[src/rtl/fault_pkg.sv]
// Shared constants for the fault aggregator device and host ends
package fault_pkg;

  // ********************************************************
  // Widths
  // ********************************************************
  localparam int ADDR_W = 5; // Register index width
  localparam int DATA_W = 16; // Register data width
  localparam int NUM_CH = 8; // Converter channels
  localparam int NUM_PAIRS = 4; // Saturation channel pairs
  localparam int CH_ERR_W = 8; // Error bits per channel register
  localparam int SAT_ERR_W = 4; // Error bits per saturation register
  localparam int SPI_EXT_W = 2; // External SPI detectors
  localparam int GEN1_W = 4; // SPI fault bits
  localparam int HDR_W = 8; // Conversion header width
  localparam int CHAN_ID_W = 3; // Channel id in header

  // ********************************************************
  // Register indices
  // ********************************************************
  localparam logic [ADDR_W-1:0] IDX_STATUS1 = 5'h00;
  localparam logic [ADDR_W-1:0] IDX_STATUS2 = 5'h01;
  localparam logic [ADDR_W-1:0] IDX_STATUS3 = 5'h02;
  localparam logic [ADDR_W-1:0] IDX_GEN1 = 5'h03;
  localparam logic [ADDR_W-1:0] IDX_GEN2 = 5'h04;
  localparam logic [ADDR_W-1:0] IDX_CH_BASE = 5'h05;
  localparam logic [ADDR_W-1:0] IDX_SAT_BASE = 5'h0d;
  localparam logic [ADDR_W-1:0] IDX_CONFIG = 5'h11;
  localparam logic [ADDR_W-1:0] IDX_LAST = 5'h11;

  // ********************************************************
  // Field positions
  // ********************************************************
  localparam int BIT_CHIP_ERR = 15; // Any-error flag in each status
  localparam int BIT_INIT_DONE = 14; // Init done, status three
  localparam int BIT_LOC_GEN1 = 0; // Status three location bits
  localparam int BIT_LOC_GEN2 = 1;
  localparam int BIT_SPI_CRC = 0; // General register one
  localparam int BIT_SPI_CLK = 1;
  localparam int BIT_SPI_BAD_RD = 2;
  localparam int BIT_SPI_BAD_WR = 3;
  localparam int BIT_RESET_SEEN = 0; // General register two
  localparam int BIT_HANDOVER = 1;
  localparam int BIT_EN_CH = 4; // Configuration register
  localparam int BIT_EN_SAT = 5;
  localparam int BIT_QUAL_OFF = 6;
  localparam int BIT_HDR_FAULT = 7; // Header fault bit
  localparam int HDR_CHAN_LSB = 4;

  // ********************************************************
  // Reset values and masks
  // ********************************************************
  localparam logic [DATA_W-1:0] CONFIG_RESET = 16'h003f;
  localparam logic [DATA_W-1:0] CONFIG_MASK = 16'h007f;
  localparam logic [DATA_W-1:0] QUAL_OFF_SET = 16'h0040;

endpackage

[src/rtl/fault_if.sv]
// Link between the converter fault logic and its host controller
`timescale 1ns/1ps
interface fault_if;
  import fault_pkg::*;
  logic acc_valid; // One register access
  logic acc_write; // Access is a write
  logic [ADDR_W-1:0] acc_addr; // Register index
  logic [DATA_W-1:0] acc_wdata; // Write data
  logic rd_valid; // Read answer strobe
  logic [DATA_W-1:0] rd_data; // Read answer data
  logic fault; // Fault pin, active high
  logic conv_valid; // Conversion header strobe
  logic [HDR_W-1:0] conv_header; // Conversion header
  logic sync_in; // Sync pin level

  // Converter end
  modport device (
    input acc_valid, acc_write, acc_addr, acc_wdata, sync_in,
    output rd_valid, rd_data, fault, conv_valid, conv_header
  );

  // Controller end
  modport host (
    output acc_valid, acc_write, acc_addr, acc_wdata, sync_in,
    input rd_valid, rd_data, fault, conv_valid, conv_header
  );
endinterface

[src/rtl/fault_device.sv]
// Converter end: collects self-diagnostic faults into pin and header
`timescale 1ns/1ps
module fault_device
  import fault_pkg::*;
#(
  parameter int CH_W = CH_ERR_W,
  parameter int SAT_W = SAT_ERR_W
) (
  input wire logic clk_i,
  input wire logic rstn_i,
  fault_if.device link,
  input wire logic pin_mode_i,
  input wire logic [SPI_EXT_W-1:0] spi_err_i,
  input wire logic [NUM_CH*CH_W-1:0] ch_err_i,
  input wire logic [NUM_PAIRS*SAT_W-1:0] sat_err_i,
  input wire logic handover_fail_i,
  input wire logic init_done_i,
  input wire logic conv_strobe_i,
  input wire logic [CHAN_ID_W-1:0] conv_channel_i,
  output logic use_internal_osc_o
);

  // ********************************************************
  // State
  // ********************************************************
  logic [DATA_W-1:0] config_reg; // Enables and qualifier-off
  logic [GEN1_W-1:0] gen1_reg; // Latched SPI faults
  logic pending_clear_reg; // Pin held until next access
  logic reset_seen_reg; // Reset pulse seen
  logic handover_fault_reg; // Clock handover failed
  logic chip_err_reg; // Any-error flag
  logic sync_last_reg; // Sync pin last level
  logic fault_reg; // Fault pin
  logic osc_reg; // Internal oscillator select
  logic rd_valid_reg;
  logic [DATA_W-1:0] rd_data_reg;
  logic conv_valid_reg;
  logic [HDR_W-1:0] conv_header_reg;
  // ********************************************************
  // Decode
  // ********************************************************
  logic spi_mode; // Register control mode
  logic rd; // Read access this cycle
  logic wr; // Write access this cycle
  logic addr_ok; // Index is mapped
  logic rd_gen1;
  logic rd_gen2;
  logic rd_status;
  logic wr_config;
  logic sync_toggle;
  assign spi_mode = ~pin_mode_i;
  assign rd = link.acc_valid & ~link.acc_write;
  assign wr = link.acc_valid & link.acc_write;
  assign addr_ok = link.acc_addr <= IDX_LAST;
  assign rd_gen1 = rd & (link.acc_addr == IDX_GEN1);
  assign rd_gen2 = rd & (link.acc_addr == IDX_GEN2);
  assign rd_status = rd & (link.acc_addr <= IDX_STATUS3);
  assign wr_config = wr & spi_mode & (link.acc_addr == IDX_CONFIG);
  assign sync_toggle = link.sync_in ^ sync_last_reg;

  // ********************************************************
  // Live detector sources
  // ********************************************************
  logic [CH_W-1:0] ch_live [NUM_CH]; // Enabled channel faults
  logic [SAT_W-1:0] sat_live [NUM_PAIRS]; // Enabled saturation
  logic [NUM_CH-1:0] loc_channel; // Channel location bits
  logic [NUM_PAIRS-1:0] loc_saturation; // Pair location bits
  logic loc_general_one;
  logic loc_general_two;
  // Masking at the source keeps a disabled detector out of every flag
  genvar gi;
  generate
    for (gi = 0; gi < NUM_CH; gi++) begin : g_ch
      assign ch_live[gi] = ch_err_i[gi*CH_W +: CH_W]
                           & {CH_W{config_reg[BIT_EN_CH]}};
      assign loc_channel[gi] = |ch_live[gi];
    end
    for (gi = 0; gi < NUM_PAIRS; gi++) begin : g_sat
      assign sat_live[gi] = sat_err_i[gi*SAT_W +: SAT_W]
                            & {SAT_W{config_reg[BIT_EN_SAT]}};
      assign loc_saturation[gi] = |sat_live[gi];
    end
  endgenerate

  // SPI sources, two detected here from the access decode
  logic [GEN1_W-1:0] spi_src;
  always_comb begin
    spi_src = '0;
    spi_src[BIT_SPI_CRC] = spi_err_i[BIT_SPI_CRC];
    spi_src[BIT_SPI_CLK] = spi_err_i[BIT_SPI_CLK];
    spi_src[BIT_SPI_BAD_RD] = rd & ~addr_ok;
    spi_src[BIT_SPI_BAD_WR] = wr & ~addr_ok;
    // Pin mode leaves the SPI detectors off
    spi_src = spi_src & config_reg[GEN1_W-1:0]
              & {GEN1_W{spi_mode}};
  end
  assign loc_general_one = |gen1_reg;
  assign loc_general_two = reset_seen_reg | handover_fault_reg;
  logic any_err; // Any internal error bit
  assign any_err = loc_general_one | loc_general_two
                   | (|loc_channel) | (|loc_saturation);

  // ********************************************************
  // Configuration register
  // ********************************************************
  always_ff @(posedge clk_i or negedge rstn_i) begin
    if (!rstn_i) begin
      config_reg <= CONFIG_RESET;
    end else if (wr_config) begin
      config_reg <= link.acc_wdata & CONFIG_MASK;
    end
  end

  // ********************************************************
  // Latched SPI faults
  // ********************************************************
  // New events win over the clearing read in the same cycle
  always_ff @(posedge clk_i or negedge rstn_i) begin
    if (!rstn_i) begin
      gen1_reg <= '0;
    end else begin
      gen1_reg <= (gen1_reg & ~{GEN1_W{rd_gen1}}) | spi_src;
    end
  end

  // Pin stays up after the clearing read until the next access
  always_ff @(posedge clk_i or negedge rstn_i) begin
    if (!rstn_i) begin
      pending_clear_reg <= 1'b0;
    end else if (rd_gen1 && loc_general_one) begin
      pending_clear_reg <= 1'b1;
    end else if (link.acc_valid) begin
      pending_clear_reg <= 1'b0;
    end
  end

  // ********************************************************
  // General register two
  // ********************************************************
  // Reset itself loads the flag, so every reset pulse is recorded
  always_ff @(posedge clk_i or negedge rstn_i) begin
    if (!rstn_i) begin
      reset_seen_reg <= 1'b1;
    end else if (sync_toggle) begin
      reset_seen_reg <= 1'b0;
    end else if (rd_gen2 && spi_mode) begin
      reset_seen_reg <= 1'b0;
    end
  end

  // Sync pin edge detect
  always_ff @(posedge clk_i or negedge rstn_i) begin
    if (!rstn_i) begin
      sync_last_reg <= 1'b0;
    end else begin
      sync_last_reg <= link.sync_in;
    end
  end
  // Handover fault; a qualifier that is off cannot flag a slow clock
  logic handover_set;
  logic handover_fault_next;
  assign handover_set = handover_fail_i & spi_mode
                        & ~config_reg[BIT_QUAL_OFF];
  assign handover_fault_next = handover_set
    | (handover_fault_reg
       & ~(wr_config & link.acc_wdata[BIT_QUAL_OFF]));
  always_ff @(posedge clk_i or negedge rstn_i) begin
    if (!rstn_i) begin
      handover_fault_reg <= 1'b0;
      osc_reg <= 1'b0;
    end else begin
      handover_fault_reg <= handover_fault_next;
      osc_reg <= handover_fault_next;
    end
  end

  // ********************************************************
  // Any-error flag
  // ********************************************************
  always_ff @(posedge clk_i or negedge rstn_i) begin
    if (!rstn_i) begin
      chip_err_reg <= 1'b0;
    end else begin
      chip_err_reg <= any_err | (chip_err_reg & ~rd_status);
    end
  end

  // ********************************************************
  // Fault pin and header
  // ********************************************************
  // Registered so the pin never glitches; live sources fall away alone
  always_ff @(posedge clk_i or negedge rstn_i) begin
    if (!rstn_i) begin
      fault_reg <= 1'b0;
    end else begin
      fault_reg <= any_err | pending_clear_reg;
    end
  end

  always_ff @(posedge clk_i or negedge rstn_i) begin
    if (!rstn_i) begin
      conv_valid_reg <= 1'b0;
      conv_header_reg <= '0;
    end else begin
      conv_valid_reg <= conv_strobe_i;
      if (conv_strobe_i) begin
        conv_header_reg <= '0;
        conv_header_reg[BIT_HDR_FAULT] <= fault_reg;
        conv_header_reg[HDR_CHAN_LSB +: CHAN_ID_W] <= conv_channel_i;
      end
    end
  end

  // ********************************************************
  // Read mux
  // ********************************************************
  logic [DATA_W-1:0] rd_mux;
  logic [ADDR_W-1:0] ch_idx;
  logic [ADDR_W-1:0] sat_idx;
  assign ch_idx = link.acc_addr - IDX_CH_BASE;
  assign sat_idx = link.acc_addr - IDX_SAT_BASE;
  always_comb begin
    rd_mux = '0;
    if (link.acc_addr == IDX_STATUS1) begin
      rd_mux[NUM_CH-1:0] = loc_channel;
      rd_mux[BIT_CHIP_ERR] = chip_err_reg;
    end else if (link.acc_addr == IDX_STATUS2) begin
      rd_mux[NUM_PAIRS-1:0] = loc_saturation;
      rd_mux[BIT_CHIP_ERR] = chip_err_reg;
    end else if (link.acc_addr == IDX_STATUS3) begin
      rd_mux[BIT_LOC_GEN1] = loc_general_one;
      rd_mux[BIT_LOC_GEN2] = loc_general_two;
      rd_mux[BIT_INIT_DONE] = init_done_i;
      rd_mux[BIT_CHIP_ERR] = chip_err_reg;
    end else if (link.acc_addr == IDX_GEN1) begin
      rd_mux[GEN1_W-1:0] = gen1_reg;
    end else if (link.acc_addr == IDX_GEN2) begin
      rd_mux[BIT_RESET_SEEN] = reset_seen_reg;
      rd_mux[BIT_HANDOVER] = handover_fault_reg;
    end else if (link.acc_addr < IDX_SAT_BASE) begin
      rd_mux[CH_W-1:0] = ch_live[ch_idx[2:0]];
    end else if (link.acc_addr < IDX_CONFIG) begin
      rd_mux[SAT_W-1:0] = sat_live[sat_idx[1:0]];
    end else if (link.acc_addr == IDX_CONFIG) begin
      rd_mux = config_reg;
    end
    // Sources cannot be identified in pin mode
    if (!spi_mode) begin
      rd_mux = '0;
    end
  end

  // Answer taken from state before this cycle's clears
  always_ff @(posedge clk_i or negedge rstn_i) begin
    if (!rstn_i) begin
      rd_valid_reg <= 1'b0;
      rd_data_reg <= '0;
    end else begin
      rd_valid_reg <= rd;
      if (rd) begin
        rd_data_reg <= rd_mux;
      end
    end
  end
  assign link.rd_valid = rd_valid_reg;
  assign link.rd_data = rd_data_reg;
  assign link.fault = fault_reg;
  assign link.conv_valid = conv_valid_reg;
  assign link.conv_header = conv_header_reg;
  assign use_internal_osc_o = osc_reg;

endmodule

[src/flat_wrapper.sv]
// flat-port wrapper written by rule: the top's interface ports become plain ports
module fault_device_flat import fault_pkg::*;
#(
  parameter int CH_W = CH_ERR_W,
  parameter int SAT_W = SAT_ERR_W
)
  (clk_i, rstn_i, pin_mode_i, spi_err_i, ch_err_i, sat_err_i, handover_fail_i, init_done_i, conv_strobe_i, conv_channel_i, use_internal_osc_o, link_acc_valid, link_acc_write, link_acc_addr, link_acc_wdata, link_sync_in, link_rd_valid, link_rd_data, link_fault, link_conv_valid, link_conv_header);
  fault_if link_i ();
  input wire logic clk_i;
  input wire logic rstn_i;
  input wire logic pin_mode_i;
  input wire logic [SPI_EXT_W-1:0] spi_err_i;
  input wire logic [NUM_CH*CH_W-1:0] ch_err_i;
  input wire logic [NUM_PAIRS*SAT_W-1:0] sat_err_i;
  input wire logic handover_fail_i;
  input wire logic init_done_i;
  input wire logic conv_strobe_i;
  input wire logic [CHAN_ID_W-1:0] conv_channel_i;
  output logic use_internal_osc_o;
  input wire logic [$bits(link_i.acc_valid)-1:0] link_acc_valid;
  input wire logic [$bits(link_i.acc_write)-1:0] link_acc_write;
  input wire logic [$bits(link_i.acc_addr)-1:0] link_acc_addr;
  input wire logic [$bits(link_i.acc_wdata)-1:0] link_acc_wdata;
  input wire logic [$bits(link_i.sync_in)-1:0] link_sync_in;
  output wire logic [$bits(link_i.rd_valid)-1:0] link_rd_valid;
  output wire logic [$bits(link_i.rd_data)-1:0] link_rd_data;
  output wire logic [$bits(link_i.fault)-1:0] link_fault;
  output wire logic [$bits(link_i.conv_valid)-1:0] link_conv_valid;
  output wire logic [$bits(link_i.conv_header)-1:0] link_conv_header;
  assign link_i.acc_valid = link_acc_valid;
  assign link_i.acc_write = link_acc_write;
  assign link_i.acc_addr = link_acc_addr;
  assign link_i.acc_wdata = link_acc_wdata;
  assign link_i.sync_in = link_sync_in;
  assign link_rd_valid = link_i.rd_valid;
  assign link_rd_data = link_i.rd_data;
  assign link_fault = link_i.fault;
  assign link_conv_valid = link_i.conv_valid;
  assign link_conv_header = link_i.conv_header;
  fault_device #(.CH_W(CH_W), .SAT_W(SAT_W)) u_core (.clk_i(clk_i), .rstn_i(rstn_i), .link(link_i), .pin_mode_i(pin_mode_i), .spi_err_i(spi_err_i), .ch_err_i(ch_err_i), .sat_err_i(sat_err_i), .handover_fail_i(handover_fail_i), .init_done_i(init_done_i), .conv_strobe_i(conv_strobe_i), .conv_channel_i(conv_channel_i), .use_internal_osc_o(use_internal_osc_o));
endmodule
[config.mk]
export PLATFORM = sky130hd
export DESIGN_NAME = fault_device_flat
export DESIGN_NICKNAME = d
export VERILOG_FILES = /design/src/rtl/fault_pkg.sv /design/src/rtl/fault_if.sv /design/src/rtl/fault_device.sv /design/src/flat_wrapper.sv
export SDC_FILE = /design/constraint.sdc
export NUM_CORES = 1
export LEC_CHECK = 0
export BUFFER_PORTS_ARGS = -buffer_cell sky130_fd_sc_hd__buf_2
export CORE_AREA = 2 2 92 94
export DETAILED_ROUTE_END_ITERATION = 8
export DIE_AREA = 0 0 94 96
export PLACE_DENSITY_LB_ADDON = 0.05
export SETUP_SLACK_MARGIN = 0.1
export SYNTH_ARGS = -nofsm -noshare
export SYNTH_HDL_FRONTEND = slang
export SYNTH_SLANG_ARGS = --single-unit
[constraint.sdc]
create_clock -name clk_i -period 1.4 [get_ports clk_i]
set_input_delay 0.21 -clock clk_i [delete_from_list [all_inputs] [get_ports clk_i]]
set_output_delay 0.21 -clock clk_i [all_outputs]
set_load 0.005 [all_outputs]
==> key figures, run 1 <==
Synth
  • Distinct cells, synth: 65
  • Seq/Total Area, Yosys: 29.47%
  • FF+latch count, synth: 33
  • Post-Syn Area: 2831 um^2
  • Async SR Flop Fraction: 100.0%
  • Synthesized area per cell: 10.30 um^2
  • Yosys Warn Count: 0
  • Post-synth EDFFs: 0
  • Post-synth top flop: dfrtp_1
  • Synthesized netlist cell count: 275

Worst setup path
  • R2R setup slack: -240 ps
  • Critical path peak fanout: 6
  • Worst path cell trace: o41ai_2 > buf_4 > o211ai_1 > a31oi_1 > buf_4 > o41ai_2
  • FF-to-FF End: u_core.link.rd_data[2]
  • Max incr delay on CP: 620 ps
  • Nature of the critical path startpoint: flop
  • Worst Setup EP: u_core.link.rd_data[2]
  • Kind of critical path: flop to flop
  • CP max stage cell: dfstp_2
  • Critical Path RT: 1590 ps
  • Critical path capture point type: flop
  • CP Launch Point: u_core.config_reg[5]
  • Worst R2R Start: u_core.config_reg[5]
  • Critical Path AT: 1830 ps
  • R2R depth: 6

STA
  • Fin Clk Skew: 6.449 ps
  • Slew Viols, Final: 0
  • Final worst slack: -240.4 ps
  • Crit path time final: 1640 ps
  • Final Hold Fails: 0
  • Final setup TNS: -1575 ps
  • Final setup viols: 10
  • Fmax: 609.6 MHz
  • Fin crit share: 117.2%
  • RSZ-0062 raised after global routing: yes

Global route
  • Grt ovf: 0
  • Most Crowded Layer GR: met2
  • Total track usage: 24.52%
  • Met1 GRT Util: 33.15%
  • Initial antenna violation count: 0
  • Grt met2 use: 42.08%
  • Largest net degree at the start of global routing: 20
  • Vias in the first global route: 3275
  • GR Util met3: 2.271%
  • First-pass GRT wire length: 16810 um

Final layout
  • ANT cells: 0
  • Max FFs per register: 10
  • Area delta synth->final: 74.77%
  • Final Util: 61.46%
  • Share of cells above drive strength 1: 64.96%
  • Layout Nets: 627

Power and ir drop
  • Max VDD drop: 0.4927 mV
  • Clock power share: 27.0%
  • Net switching power: 0.001074 W
  • Share of total power in combinational logic: 40.7%
  • Pwr Total: 0.003556 W
  • P_int: 0.002482 W
  • Fraction of power consumed by sequential logic: 32.3%
  • Power Density: 718.7 nW/um^2
  • LEAKAGE: 2.333 nW
  • Switching share of power: 30.21%

Route
  • WL/cell: 17.56 um
  • Final ANT Viol Nets: 0
  • DR iter-0 viols: 143
  • Routed wire length: 10770 um
  • Vias: 3242
  • Via density: 5.289
  • DR pass1 iterations: 4
  • DRC viols: 0

Floorplan
  • I/O Pins: 143
  • Die X: 94 um
  • FP Rows: 33
  • Die Y: 96 um
  • Die ar.: 9024 um^2
  • Initial core utilization: 35.17%
  • Core area: 8051 um^2

Placed design
  • RePlAce Congestion: 0.9144
  • DP Worst Slack: -659.2 ps
  • Post-DP HPWL: 8763 um
  • PortBufs: 123

Outcome
  • Failing checks: negative setup slack
  • Status: finished, violations left

Clocking
  • Maximum buffer depth of the clock tree: 2
  • TritonCTS Buffers: 5
  • Root Driver: clkbuf_8
  • CTS tree: built
  • CTS clk-pin slew, worst paths: 70 ps
  • Sink Count: 33
  • Clk_lat worst skew: 290 ps
  • H-tree lvl count: 2

Min path
  • Min-Delay Path Class: input pin to flop

Flow run
  • Max-cap viol count: 0
cell type report:
| cell class | count | area (um^2) |
|---|---|---|
| fillers | 748 | 3103 |
| multi-input cells | 214 | 2143 |
| repair buffers | 243 | 1664 |
| flip-flops and latches | 33 | 834.6 |
| well taps | 105 | 131.4 |
| clock buffers | 7 | 86.33 |
| inverters | 10 | 58.81 |
| clock inverters | 1 | 30.03 |
how the worst min path moves through the flow:
stage	from	end	slack, ps	depth (start not counted)
after global placement	rstn_i	u_core.gen1_reg[0]	180	1
after global routing	link_sync_in	u_core.sync_last_reg	50	1
after floorplan	rstn_i	u_core.chip_err_reg	-90	0
final	link_sync_in	u_core.sync_last_reg	60	1
after CTS	link_sync_in	u_core.sync_last_reg	60	1
after detailed placement	rstn_i	u_core.gen1_reg[0]	180	1
cells in the final DEF, fill, tap and decap left out, drive strengths merged, types with 4 or more instances in the layout:
cell / count
nand2: 21
clkbuf: 7
nor2: 16
buf: 241
ha: 5
o21ai: 13
nand3: 7
conb: 10
nor3: 4
o31ai: 4
nor4: 17
inv: 10
mux2: 13
mux2i: 4
a21oi: 8
dfstp: 7
dfrtp: 26
mux4: 20
a22o: 4
o41ai: 5
nand4: 7
power groups by stage:
stage	registers [W]	logic (W)	clock network [W]
floorplan	0.00114	0.000567	0
global placement	0.00116	0.00119	0
detailed placement	0.00116	0.00120	0
CTS	0.00115	0.00136	0.000981
global route	0.00116	0.00156	0.00103
finish	0.00115	0.00145	0.000960
layer usage:
layer | vias up | wire length, um | part of all wire (%)
li1 | 1546 | - | -
met1 | 1531 | 4705 | 44
met2 | 154 | 5276 | 49
met3 | 11 | 638 | 5.9
met4 | 0 | 145 | 1.3
met5 | - | 0 | 0
cell usage after synthesis (all sizes together), types with 3 or more instances:
cell | n | area share (%)
dfrtp | 26 | 23
nand2 | 21 | 2.8
buf | 20 | 5.1
mux4 | 20 | 17
nor4 | 17 | 3.8
nor2 | 16 | 2.1
mux2 | 13 | 5.2
o21ai | 13 | 2.3
inv | 10 | 1.3
a21oi | 8 | 1.4
clkbuf | 7 | 0.93
dfstp | 7 | 6.5
nand3 | 7 | 1.2
nand4 | 7 | 1.5
ha | 5 | 2.2
o41ai | 5 | 2.1
a22o | 4 | 1.2
mux2i | 4 | 1.4
nor3 | 4 | 1.3
o31ai | 4 | 1.1
a2111oi | 3 | 1.1
a221o | 3 | 1.1
a22oi | 3 | 0.80
nand2b | 3 | 0.66
nor2b | 3 | 0.66
o211ai | 3 | 0.80
o21a | 3 | 0.80
o22ai | 3 | 0.66
metrics by stage:
| stage | instances | hold slack (ps) | instance area (um^2) |
|---|---|---|---|
| 6_report | 613 | 62.63 | 4949 |
| 5_1_grt | 613 | 53.00 | 4949 |
| 4_1_cts | 608 | 58.60 | 4755 |
| 3_5_place_dp | 587 | 176.7 | 4350 |
| 3_3_place_gp | 587 | 178.2 | 4350 |
| 2_1_floorplan | 284 | -85.59 | 3019 |
worst max-delay path, delay by kind of cell (launching register included):
kind                   cells  cell delay [ps]
AOI/OAI and AO/OA          4              590
buffers and inverters      2              310
DFF                        1              620
cells by family after synthesis:
| family | share of synthesized area (%) |
|---|---|
| buf+inv | 7.336 |
| other cells | 0.1324 |
| fa+ha+maj | 2.209 |
| compound gates | 18.47 |
| xor+xnor | 0.8840 |
| mux | 23.55 |
| flops | 29.47 |
| simple gates | 17.94 |
timing repair:
action,CTS,global route
hold buffers,1,0
pin swaps,15,10
gates resized for setup,39,25
cloned,1,0
endpoints found under the setup margin,18,19
setup buffers,11,5
hold endpoints to repair,15,0
No activity file was read; power rests on OpenSTA's default activity.
==> inputs of run 2 (changes only) <==
- CAP_MARGIN: default -> 20
- CORE_AREA: 2 2 92 94 -> 2 2 88 90
- CTS_BUF_LIST: default -> sky130_fd_sc_hd__clkbuf_8
- DIE_AREA: 0 0 94 96 -> 0 0 90 92
==> key figures, run 2 (same netlist as run 1, synthesis figures left out) <==
Outcome
  • Status: finished, violations left
  • Failing checks: negative setup slack

STA
  • Final setup TNS: -1655 ps (-80.45 ps)
  • Fin crit share: 115.6% (-1.6 points)
  • Final setup viols: 10 (unchanged)
  • Fmax: 618.1 MHz (+1.4%)
  • Final Hold Fails: 0 (unchanged)
  • Final worst slack: -217.9 ps (+22.52 ps)
  • Crit path time final: 1618 ps (-22.52 ps)
  • Fin Clk Skew: 6.176 ps (-0.2732 ps)
  • Slew Viols, Final: 0 (unchanged)
  • RSZ-0062 raised after global routing: yes

Worst setup path
  • Critical Path RT: 1570 ps (-20 ps)
  • Kind of critical path: input pin to flop
  • Nature of the critical path startpoint: input pin
  • Critical path capture point type: flop
  • Critical Path AT: 1790 ps (-40 ps)
  • Critical path peak fanout: 4 (-2)

Global route
  • Vias in the first global route: 3399 (+3.8%)
  • Largest net degree at the start of global routing: 34 (+70%)
  • First-pass GRT wire length: 16830 um (+0.12%)
  • Grt ovf: 0 (unchanged)
  • Initial antenna violation count: 0 (unchanged)
  • Total track usage: 25.69% (+1.2 points)

Placed design
  • Post-DP HPWL: 8666 um (-1.1%)
  • PortBufs: 123 (unchanged)
  • Placed cell areas: 4332 um^2 (-0.43%)
  • DP Worst Slack: -627.3 ps (+31.87 ps)
  • Placed Cells: 582 (-0.85%)
  • RePlAce Congestion: 0.9109 (-0.38%)

Clocking
  • Maximum buffer depth of the clock tree: 2 (unchanged)
  • Root Driver: clkbuf_8
  • Sink Count: 33 (unchanged)
  • Clk_lat worst skew: 290 ps (about the same)
  • CTS clk-pin slew, worst paths: 70 ps (about the same)
  • H-tree lvl count: 2 (unchanged)
  • TritonCTS Buffers: 5 (unchanged)
  • CTS tree: built

Final layout
  • Fin area: 4785 um^2 (-3.3%)
  • Commonest non-fill, non-tap cell in the layout: buf_2
  • Final Util: 64.25% (+2.8 points)
  • Max FFs per register: 10 (unchanged)
  • Commonest cells after routing, fill and taps aside: buf_2, buf_4, dfrtp_1
  • ANT cells: 0 (unchanged)
  • Share of cells above drive strength 1: 64.09% (-0.87 points)
  • Post-Layout Cell Count: 606 (-1.1%)
  • Layout Nets: 623 (-0.64%)
  • Area delta synth->final: 68.98%
  • FILL cells: 646 (-14%)

Floorplan
  • FP Rows: 32 (-3.0%)
  • I/O Pins: 143 (unchanged)
  • Die Y: 92 um (-4.2%)
  • Initial core utilization: 38.02% (+2.9 points)
  • Core area: 7447 um^2 (-7.5%)
  • Die X: 90 um (-4.3%)
  • Die ar.: 8280 um^2 (-8.2%)

Route
  • Via density: 5.416 (+2.4%)
  • DRC viols: 0 (unchanged)
  • Routed wire length: 10760 um (about the same)
  • Vias: 3282 (+1.2%)
  • WL/cell: 17.75 um (+1.1%)
  • Final ANT Viol Nets: 0 (unchanged)
  • DR iter-0 viols: 194 (+36%)
  • DR pass1 iterations: 4 (unchanged)

Power and ir drop
  • LEAKAGE: 2.251 nW (-3.5%)
  • Power Density: 685.3 nW/um^2 (-4.6%)
  • Max VDD drop: 0.3948 mV (-20%)

Flow run
  • Max-cap viol count: 0 (unchanged)

Min path
  • Min-Delay Path Class: input pin to flop
==> run 2: metrics by stage <==
stage | hold WS [ps] | total power, W
floorplan | -85.59 | 0.001708
global placement | 263.4 | 0.002345
detailed placement | 269.1 | 0.002364
CTS | 51.17 | 0.003196
global route | 53.41 | 0.003429
finish | 51.69 | 0.003279
==> run 2: layout make-up <==
class	count	area, um^2	share of cell area, %
Clock buffer	5	68.82	1.438
Clock inverter	3	17.52	0.3661
Inverter	10	58.81	1.229
Multi-Input combinational cell	214	2048	42.81
Sequential cell	33	834.6	17.44
Tap cell	102	127.6	2.667
Timing Repair Buffer	239	1629	34.05
==> run 2: final timing paths <==
kind	startpoint	end	slack, ps	depth (start not counted)
max	link_acc_addr[1]	u_core.link.rd_data[1]	-220	10
min	link_sync_in	u_core.sync_last_reg	50	1
max reg2reg	u_core.config_reg[5]	u_core.link.rd_data[2]	-180	5
min reg2reg	u_core.pending_clear_reg	u_core.link.fault	460	2
max in group asynchronous	rstn_i	u_core.reset_seen_reg	580	3
min in group asynchronous	rstn_i	u_core.gen1_reg[3]	470	3
==> run 2: repair_timing <==
action,4_1_cts,5_1_grt
hold buffers,1,0
pin swaps,8,15
buffers inserted,12,3
gates resized for setup,27,28
setup endpoints to repair,20,21
hold endpoints to repair,26,0
==> run 2: critical path, stage by stage <==
cell       delay [ps]
buf_12            100
inv_16             30
ha_4              270
buf_6             130
buf_6             100
mux4_2            300
mux2i_2           200
nor2_2             70
a2111oi_2         280
o21ai_1            90
==> run 2: routing by layer <==
metal	part of all wire, %	vias to the layer above	GRT usage, %
li1	-	1536	-
met1	40	1559	32.35
met2	49	166	44.24
met3	7.8	21	3.780
met4	3.0	0	10.77
met5	0	-	0
==> run 2: power breakdown <==
group,switching [W],leakage (nW),internal [W]
Combinational,0.000603,1.82,0.000811
Sequential,0.0000770,0.392,0.00106
Clock,0.000382,0.0439,0.000343
